**src/logic/typeb_pkg.sv**
```systemverilog
// Constants and types shared by the Type B card command logic
package typeb_pkg;
    // Request frame: prefix byte, then AFI byte, then parameter byte
    localparam logic [7:0]  REQ_PREFIX     = 8'h05;
    localparam int          PARAM_WAKE_BIT = 3;
    localparam int          PARAM_N_LSB    = 0;
    localparam int          PARAM_N_W      = 3;
    // Slot marker: low nibble fixed, high nibble holds slot number minus one
    localparam logic [3:0]  MARK_NIBBLE    = 4'h5;
    // Frame lengths including the two check bytes
    localparam logic [2:0]  REQ_LEN        = 3'h5;
    localparam logic [2:0]  MARK_LEN       = 3'h3;
    // Check sequence: reflected polynomial, preset and good residue
    localparam logic [15:0] CRC_POLY       = 16'h8408;
    localparam logic [15:0] CRC_PRESET     = 16'hFFFF;
    localparam logic [15:0] CRC_RESIDUE    = 16'hF0B8;
    // Slot choice generator
    localparam logic [15:0] LFSR_SEED      = 16'hACE1;
    localparam logic [15:0] LFSR_TAPS      = 16'hB400;
    localparam logic [2:0]  N_CODE_MAX     = 3'h4;

    typedef enum logic [1:0] {
        CARD_IDLE,
        CARD_READY_REQUESTED,
        CARD_READY_DECLARED
    } card_state_type;
endpackage

```
**src/logic/typeb_card_anticollision_fsm.sv**
```systemverilog
// Type B card command decoder and anticollision state machine
`timescale 1ns/1ps
`default_nettype none
module typeb_card_anticollision_fsm #(
    parameter bit MULTISLOT_DEFAULT = 1'b1
) (
    // Clock and reset
    input  wire logic                      clk,
    input  wire logic                      nrst,
    input  wire logic                      ce,
    // Received frame bytes, last one marks frame end
    input  wire logic                      rx_valid,
    input  wire logic [7:0]                rx_byte,
    input  wire logic                      rx_last,
    // Card identity and options
    input  wire logic [7:0]                card_afi,
    input  wire logic                      multislot_enable,
    // Reply request and state
    output logic                           atqb_send,
    output var typeb_pkg::card_state_type  expected_target_state
);
    ////////////////////////////////////////////////////////////////////////
    typedef struct packed {
        typeb_pkg::card_state_type st;
        logic [2:0]                count;
        logic [7:0]                first;
        logic [7:0]                afi;
        logic [7:0]                param;
        logic [15:0]               lfsr;
        logic [3:0]                slot;
        logic                      atqb;
    } fsm_state_type;

    fsm_state_type cur;
    fsm_state_type next_cur;
    logic          rst_meta;
    logic          rst_sync;
    logic          crc_good;

    // Reset release through two flops
    always_ff @(posedge clk or negedge nrst) begin
        if (!nrst) begin
            rst_meta <= 1'b0;
            rst_sync <= 1'b0;
        end else begin
            rst_meta <= 1'b1;
            rst_sync <= rst_meta;
        end
    end

    typeb_crc_check u_crc (
        .clk          (clk),
        .rst_n        (rst_sync),
        .ce           (ce),
        .byte_valid   (rx_valid),
        .byte_data    (rx_byte),
        .frame_end    (rx_last),
        .residue_good (crc_good)
    );

    ////////////////////////////////////////////////////////////////////////
    function automatic logic afi_match(input logic [7:0] req, input logic [7:0] own);
        return (req == 8'h00) || (req == own) ||
               ((req[3:0] == 4'h0) && (req[7:4] == own[7:4]));
    endfunction

    function automatic logic [3:0] slot_mask(input logic [2:0] code);
        logic [2:0] c;
        c = (code > typeb_pkg::N_CODE_MAX) ? typeb_pkg::N_CODE_MAX : code;
        return 4'((5'h01 << c) - 5'h01);
    endfunction

    ////////////////////////////////////////////////////////////////////////
    logic       frame_done;
    logic       frame_ok;
    logic [2:0] length;
    logic       is_req;
    logic       is_mark;
    logic       afi_ok;
    logic       multi;
    logic [3:0] mask;
    logic [3:0] pick;
    logic [3:0] mark_slot;

    always_comb begin
        frame_done = ce && rx_valid && rx_last;
        frame_ok   = frame_done && crc_good;
        length     = cur.count + 3'h1;
        is_req     = (length == typeb_pkg::REQ_LEN) && (cur.first == typeb_pkg::REQ_PREFIX);
        is_mark    = (length == typeb_pkg::MARK_LEN) && (cur.first[3:0] == typeb_pkg::MARK_NIBBLE)
                     && (cur.first[7:4] != 4'h0);
        mark_slot  = cur.first[7:4];
        afi_ok     = afi_match(cur.afi, card_afi);
        mask       = slot_mask(cur.param[typeb_pkg::PARAM_N_LSB +: typeb_pkg::PARAM_N_W]);
        multi      = multislot_enable && MULTISLOT_DEFAULT && (mask != 4'h0);
        pick       = cur.lfsr[3:0] & mask;
    end

    always_comb begin
        next_cur = cur;
        next_cur.atqb = 1'b0;
        next_cur.lfsr = cur.lfsr[0] ? ((cur.lfsr >> 1) ^ typeb_pkg::LFSR_TAPS) : (cur.lfsr >> 1);
        if (rx_valid) begin
            // Keep the first three bytes; later ones are the check or ignored
            case (cur.count)
                3'h0:    next_cur.first = rx_byte;
                3'h1:    next_cur.afi   = rx_byte;
                3'h2:    next_cur.param = rx_byte;
                default: next_cur.first = cur.first;
            endcase
            if (rx_last) begin
                next_cur.count = 3'h0;
            end else if (cur.count != 3'h7) begin
                next_cur.count = cur.count + 3'h1;
            end
        end
        // Halt, attrib, blocks and deselect decode to nothing here: silent, state kept
        if (frame_ok) begin
            case (cur.st)
                typeb_pkg::CARD_IDLE: begin
                    if (is_req && afi_ok) begin
                        if (!multi) begin
                            next_cur.atqb = 1'b1;
                            next_cur.st   = typeb_pkg::CARD_READY_DECLARED;
                        end else if (pick == 4'h0) begin
                            next_cur.atqb = 1'b1;
                            next_cur.st   = typeb_pkg::CARD_READY_DECLARED;
                        end else begin
                            next_cur.slot = pick;
                            next_cur.st   = typeb_pkg::CARD_READY_REQUESTED;
                        end
                    end
                    // Markers and unmatched AFI leave idle untouched
                end
                typeb_pkg::CARD_READY_REQUESTED: begin
                    if (is_req && !afi_ok) begin
                        next_cur.st = typeb_pkg::CARD_IDLE;
                    end else if (is_req && !multi) begin
                        next_cur.atqb = 1'b1;
                        next_cur.st   = typeb_pkg::CARD_READY_DECLARED;
                    end else if (is_mark && (mark_slot == cur.slot)) begin
                        next_cur.atqb = 1'b1;
                        next_cur.st   = typeb_pkg::CARD_READY_DECLARED;
                    end
                    // Multi-slot repeats keep the old slot and stay silent
                end
                default: begin
                    next_cur.st = cur.st;
                end
            endcase
        end
    end

    always_ff @(posedge clk or negedge rst_sync) begin
        if (!rst_sync) begin
            cur.st    <= typeb_pkg::CARD_IDLE;
            cur.count <= 3'h0;
            cur.first <= 8'h00;
            cur.afi   <= 8'h00;
            cur.param <= 8'h00;
            cur.lfsr  <= typeb_pkg::LFSR_SEED;
            cur.slot  <= 4'h0;
            cur.atqb  <= 1'b0;
        end else if (ce) begin
            cur <= next_cur;
        end
    end

    assign atqb_send             = cur.atqb;
    assign expected_target_state = cur.st;
endmodule
`default_nettype wire

```
**src/logic/typeb_crc_check.sv**
```systemverilog
// Running check-sequence residue over received frame bytes
`timescale 1ns/1ps
`default_nettype none
module typeb_crc_check (
    // Clock and reset
    input  wire logic       clk,
    input  wire logic       rst_n,
    input  wire logic       ce,
    // Byte stream
    input  wire logic       byte_valid,
    input  wire logic [7:0] byte_data,
    input  wire logic       frame_end,
    // Result for the current byte
    output logic            residue_good
);
    typedef struct packed {
        logic [15:0] crc;
    } crc_state_type;

    crc_state_type cur;
    crc_state_type next_cur;
    logic [15:0]   crc_after;

    function automatic logic [15:0] crc_step(input logic [15:0] c, input logic [7:0] d);
        logic [15:0] r;
        r = c ^ {8'h00, d};
        for (int i = 0; i < 8; i++) begin
            r = r[0] ? ((r >> 1) ^ typeb_pkg::CRC_POLY) : (r >> 1);
        end
        return r;
    endfunction

    always_comb begin
        crc_after = crc_step(cur.crc, byte_data);
        residue_good = (crc_after == typeb_pkg::CRC_RESIDUE);
        next_cur = cur;
        if (byte_valid) begin
            // Preset again at the end so the next frame starts clean
            next_cur.crc = frame_end ? typeb_pkg::CRC_PRESET : crc_after;
        end
    end

    always_ff @(posedge clk or negedge rst_n) begin
        if (!rst_n) begin
            cur.crc <= typeb_pkg::CRC_PRESET;
        end else if (ce) begin
            cur <= next_cur;
        end
    end
endmodule
`default_nettype wire

```
**config.mk**
```make
export PLATFORM = sky130hd
export DESIGN_NAME = typeb_card_anticollision_fsm
export DESIGN_NICKNAME = d
export VERILOG_FILES = /design/src/logic/typeb_pkg.sv /design/src/logic/typeb_card_anticollision_fsm.sv /design/src/logic/typeb_crc_check.sv
export SDC_FILE = /design/constraint.sdc
export NUM_CORES = 1
export LEC_CHECK = 0
export BUFFER_PORTS_ARGS = -buffer_cell sky130_fd_sc_hd__clkbuf_2
export CAP_MARGIN = 10
export CELL_PAD_IN_SITES_DETAIL_PLACEMENT = 2
export CELL_PAD_IN_SITES_GLOBAL_PLACEMENT = 2
export CORE_UTILIZATION = 40
export CTS_CLUSTER_DIAMETER = 50
export DETAILED_ROUTE_END_ITERATION = 7
export HOLD_SLACK_MARGIN = 0.03
export PLACE_DENSITY = 0.74
export SYNTH_ARGS = -nofsm -noshare
export SYNTH_HDL_FRONTEND = slang
export SYNTH_SLANG_ARGS = --single-unit
```
**constraint.sdc**
```tcl
create_clock -name clk -period 4.55 [get_ports clk]
set_clock_uncertainty 0.15 [all_clocks]
set_input_delay 0.455 -clock clk [delete_from_list [all_inputs] [get_ports clk]]
set_output_delay 0.455 -clock clk [all_outputs]
set_load 0.02 [all_outputs]
```
Word level (Yosys, flattened, before mapping). Index checks and enable logic that the tools add are counted.

Add/subtract/negate cells: 2. Multiply operators: 0. Div/mod/pow operators: 0. Order comparisons: 1. Equality and inequality tests: 14. Shifts and indexed selects: 1. Muxes and demuxes: 28. Bitwise logic cells: 12. Reduce and logical (&&, ||, !) cells: 32.

Operators with widths (number): 16-bit 2-to-1 mux (10); 2-bit NOT with 3-bit output (8); 16-bit equality test, second input constant (1); 16-bit by 8-bit bitwise XOR with 16-bit output (1); 1-bit logical AND (12); 2-bit 2-to-1 mux (6); 3-bit AND reduction (4); 3-bit 2-to-1 mux (3); 4-bit equality test (2); 8-bit by 3-bit equality test with 1-bit output, second input constant (1); 8-bit equality test (1); 4-bit logical NOT (2); 8-bit logical NOT (1); 4-bit nonzero test (2); 1-bit 2-to-1 mux (7); 3-bit by 2-bit equality test with 1-bit output, second input constant (2); 6-bit AND reduction (1); 5-bit AND reduction (1); 4-bit AND (1); 4-bit by 3-bit equality test with 1-bit output, second input constant (1); 4-bit inequality test, second input constant (1); 3-bit NOT with 4-bit output (1); 2-bit case mux with 2 select lines (1); 2-bit nonzero test (2); other kinds (16) (18).

Flip-flop bits (word level): 63. Bits in latches: 0. Memory bits (writable): 0. Memory bits (read-only): 0. Input port bits: 22. Word-level logic and storage cells: 101. Memories: 0.

Depth between registers and ports, before layout.
Word-level depth: 20. Depth in mapped cells: 9. Gate-level depth less buffers: 8.

Cells and area by module. A second synthesis with hierarchy kept.

Cell total of the unflattened synthesis: 272. Area total of the unflattened synthesis: 3263.1 um2.

By module, submodules not included: typeb_card_anticollision_fsm (instances 1, cells an instance 184, area an instance 2306.0 um2); typeb_crc_check (instances 1, cells an instance 88, area an instance 957.2 um2).

Worst setup path after synthesis. Ideal clock, no wire load.

Path kind: register -> register. From: reg u_crc.cur[0] (netlist bit). To: reg cur[1] (netlist bit). Arrival time: 2.273 ns. Data required time: 4.275 ns. Path slack: 2.002 ns. Stages on the path, launching flop included: 8. Path through: dfstp_2 -> xor2_2 -> xnor2_2 -> nor4b_2 -> o2111ai_1 -> or4_1 -> buf_6 -> mux2_4.

Word-level cells in the longest chain between the ends: 13.

Ends and longest elaborated chain: from (decl) (RTL line typeb_crc_check.sv:20) `crc_state_type cur;`; from (signal assigned) (RTL line typeb_crc_check.sv:47) `cur <= next_cur;`; 16-bit by 8-bit bitwise XOR with 16-bit output (*) (RTL line typeb_crc_check.sv:26) `r = c ^ {8'h00, d};`; 16-bit 2-to-1 mux (*) (7 in series) (RTL line typeb_crc_check.sv:28) `r = r[0] ? ((r >> 1) ^ typeb_pkg::CRC_POLY) : (r >> 1);`; 2-bit NOT with 3-bit output (no source line) / 16-bit 2-to-1 mux (equally long branches); 16-bit 2-to-1 mux (*) (RTL line typeb_crc_check.sv:28); 16-bit equality test (*) (RTL line typeb_crc_check.sv:35) `residue_good = (crc_after == typeb_pkg::CRC_RESIDUE);`; 1-bit logical AND (*) (RTL line typeb_card_anticollision_fsm.sv:87) `frame_ok = frame_done && crc_good;`; 6-bit AND reduction (no source line) (*); to (signal assigned) (RTL line typeb_card_anticollision_fsm.sv:165) `cur <= next_cur;`; to (decl) (RTL line typeb_card_anticollision_fsm.sv:34) `fsm_state_type cur;`.

Mark *: on every way between the ends. The rest lies on a longest branch, timed or not. A chain may end at the register's enable or synchronous reset.

Worst setup path in the final report.
From: reg cur[32] (netlist bit). To: reg cur[3] (netlist bit).

Word-level cells in the longest chain between the ends: 5.

Ends and longest elaborated chain: 8-bit equality test, or another cell as far along (RTL line typeb_card_anticollision_fsm.sv:63) `return (req == 8'h00) || (req == own) ||`; 1-bit logical OR / 1-bit logical AND (equally long branches) (RTL line typeb_card_anticollision_fsm.sv:63, typeb_card_anticollision_fsm.sv:64); 1-bit logical OR (*) (RTL line typeb_card_anticollision_fsm.sv:63); 1-bit logical AND (*) (RTL line typeb_card_anticollision_fsm.sv:121) `if (is_req && afi_ok) begin`; 6-bit AND reduction (no source line) (*).

Marks and branches as above.

==> results.ini <==
[min_path]
holdPathStages = 0
worstHoldStart = rst_meta
whs_endpoint = rst_sync
hold_path.class = reg -> reg

[grt]
grt_max_degree = 62
antenna_found_initial = 0
grt_overflow = 0
grt_pass1_vias = 2431
grtUsageTotal_pct = 20.6
grt_pass1_wl_um = 12700

[job]
maxCapViolations = 0

[placement]
numPortBuffers = 24
dp_hpwl_um = 5730
pre_cts_ws_ps = 1360
finalWeightedCongestion = 0.739

[pwr]
p_leak_nw = 1.50
pwr-share-seq_pct = 45.5
peakVddDrop_mv = 0.252
pwr-share-clk_pct = 19.1
pwr-share-comb_pct = 35.5
switching_share_pct = 36.3
power.switching_mw = 0.847
internal_power_mw = 1.49
powerDensity_mw_per_mm2 = 649

[floorplanning]
io_pins = 25
initial_core_util_pct = 41.4
core_area_mm2 = 0.00773
die_area_mm2 = 0.00835
die_w_um = 91.4
std_cell_rows = 32
dieHeight_um = 91.4

[clock_tree]
cts_setup_buffers = 0
clock-sinks = 63
clockRootBuffer = clkbuf_8
numCtsBuffers = 9
insertion_delay_ps = 350
cts_tree = done
ctsHtreeMaxLevel = 3
clock_path_buffers = 2
cts_resized = 0
clkTransAtPathRegs_ps = 80

[routing]
wl_per_cell_um = 19.2
dr.pass1.iters = 4
final_antenna_net_count = 0
vias_per_cell = 5.32
vias = 2158
drt_iter0_drc = 55
post-route-drc-count = 0
wl_um = 7780

[synth]
synth_edf_count = 0
synth.cell_area_mm2 = 0.00320
synthesis.nets = 297
seq_area_frac_synth_pct = 50.3
synth_top_family_by_area = multiplexers
ys.flop_type = dfrtp_1
netlist_instances = 269
synthAdderAreaFrac_pct = 2.35
muxShareOfSynthArea_pct = 13.2
synth-xor-area-share_pct = 12.1
synth_cell_type_count = 51
synth-simple-area-share_pct = 10.2
syn_avg_cell_area_um2 = 11.9
synth.top_cell.area_share_pct = 30.5
synth_seq_cells = 63
synth_compound_area_share_pct = 9.55
ys_warn_count = 0
synthTopCellsByArea = dfrtp_1 (31%), dfstp_2 (20%), mux2_2 (8.5%)
async_reset_ff_share_pct = 100
yosysTopAreaCell = dfrtp_1

[cells_and_area]
drive_above_1_share_pct = 34.9
final_common_cell = dfrtp_1
final_cell_mix = dfrtp_1 (38), xnor2_1 (25), mux2_2 (24), dfstp_2 (24), clkbuf_2 (24)
nets = 327
num_antenna_cells = 0
area_delta_synth_final_pct = 12.6

[sta]
setup_tns_ps = 0
worst_slack_ps = 1690
fin_crit_sh_pct = 62.8
hold_viol = 0
clock.fmax_mhz = 350
slew-limit-headroom_pct = 48.3
fin_crit_ps = 2860
hold_slack_ps = 209
tightest_slew_ps = 775
final_max_slew_viol_count = 0
setup_viol = 0
rsz0062_at_grt = false

[setup_path]
endpoint_kind = register
critPathSlowestCell = or4_1
cpPeakStageDelay_ps = 690
cp_max_fo = 5
critical_path_class = reg -> reg
critical_path.top_delay_family = simple AND/OR/NAND/NOR gates
cp.buffers_inverters = 0
r2r.worst_path.cells = 6
r2r-start = cur[32]
crit_arrival_ps = 2950
start_kind = register
rr_endpoint = cur[3]
cp.required_ps = 4640
crit_chain = nor4_1 -> a41oi_1 -> a21oi_1 -> o2111ai_1 -> or4_1 -> mux2_4
r2r_slack_ps = 1690

[outcome]
status = completed

[state kept, by name (all words and copies together) (netlist names)]
| name | cells |
|---|---|
| u_crc.cur | 16 |
| atqb_send | 1 |
| rst_meta | 1 |
| rst_sync | 1 |
| expected_target_state | 2 |
| cur | 42 |
[cells by family after synthesis]
kind of cell | count (synthesis)
compound gates | 45
xor+xnor | 39
fa+ha+maj | 6
buf+inv | 15
flops | 63
mux | 37
other cells | 1
simple gates | 63
[through the flow]
stage                     instance area [um^2]  total power [mW]  util (%)  instances
after detailed placement                  3410              1.90      44.2        389
final                                     3600              2.33      46.6        406
after global placement                    3410              1.85      44.2        389
after global routing                      3600              2.49      46.6        406
after CTS                                 3600              2.37      46.6        406
after floorplan                           3200              1.66         -        269
[per-layer routing]
| layer | share of wire [%] | vias up | global-route usage [%] |
|---|---|---|---|
| met5 | 0 | - | 0 |
| met4 | 1.6 | 0 | 7.67 |
| met3 | 2.1 | 12 | 4.52 |
| met2 | 51 | 23 | 35.3 |
| met1 | 45 | 1123 | 25.3 |
| li1 | - | 1000 | - |
[Yosys cell counts, types with 2 or more instances]
cell       instances
a21oi_1           16
a31oi_1            2
buf_4              2
clkbuf_1           4
dfrtp_1           39
dfstp_2           24
ha_1               6
inv_1              7
mux2_1             8
mux2_2            24
mux2_4             2
mux2i_1            3
nand2_1           15
nand2b_1           2
nand4_1            3
nor2_1            20
nor2b_1            3
nor3_1             4
nor3b_1            2
nor4_1             3
o2111ai_1          2
o21ai_0            4
o22a_1             6
o22a_2             2
o22ai_1            4
or2b_2             2
xnor2_1           25
xnor2_2            4
xor2_1             8
xor2_2             2
[layout make-up]
class,instances,area (um^2)
sequential,63,1610
fill,809,4130
clock buffer,11,141
multi-input combinational,191,1520
tap,102,128
inverter,7,26.3
clock inverter,5,33.8
timing repair buffer,27,145
[power groups by stage]
stage	logic [mW]	clock network, mW	registers [mW]
after floorplan	0.664	0	0.996
after detailed placement	0.826	0	1.07
after global routing	0.916	0.476	1.10
after CTS	0.846	0.456	1.06
after global placement	0.789	0	1.06
final	0.828	0.445	1.06
[worst max-delay path by stage]
stage	to	depth (start not counted)	start	slack (ps)
after floorplan	cur[1]	7	u_crc.cur[0]	2000
after global placement	cur[3]	8	ce	1450
after detailed placement	cur[3]	8	ce	1360
after CTS	cur[3]	6	cur[32]	1670
after global routing	cur[3]	6	cur[32]	1490
final	cur[3]	6	cur[32]	1690
[timing repair]
item                       CTS  global route
setup endpoints to repair    0             0
hold buffers                 1             0
hold endpoints to repair     2             0
(Power assumes the default switching activity.)
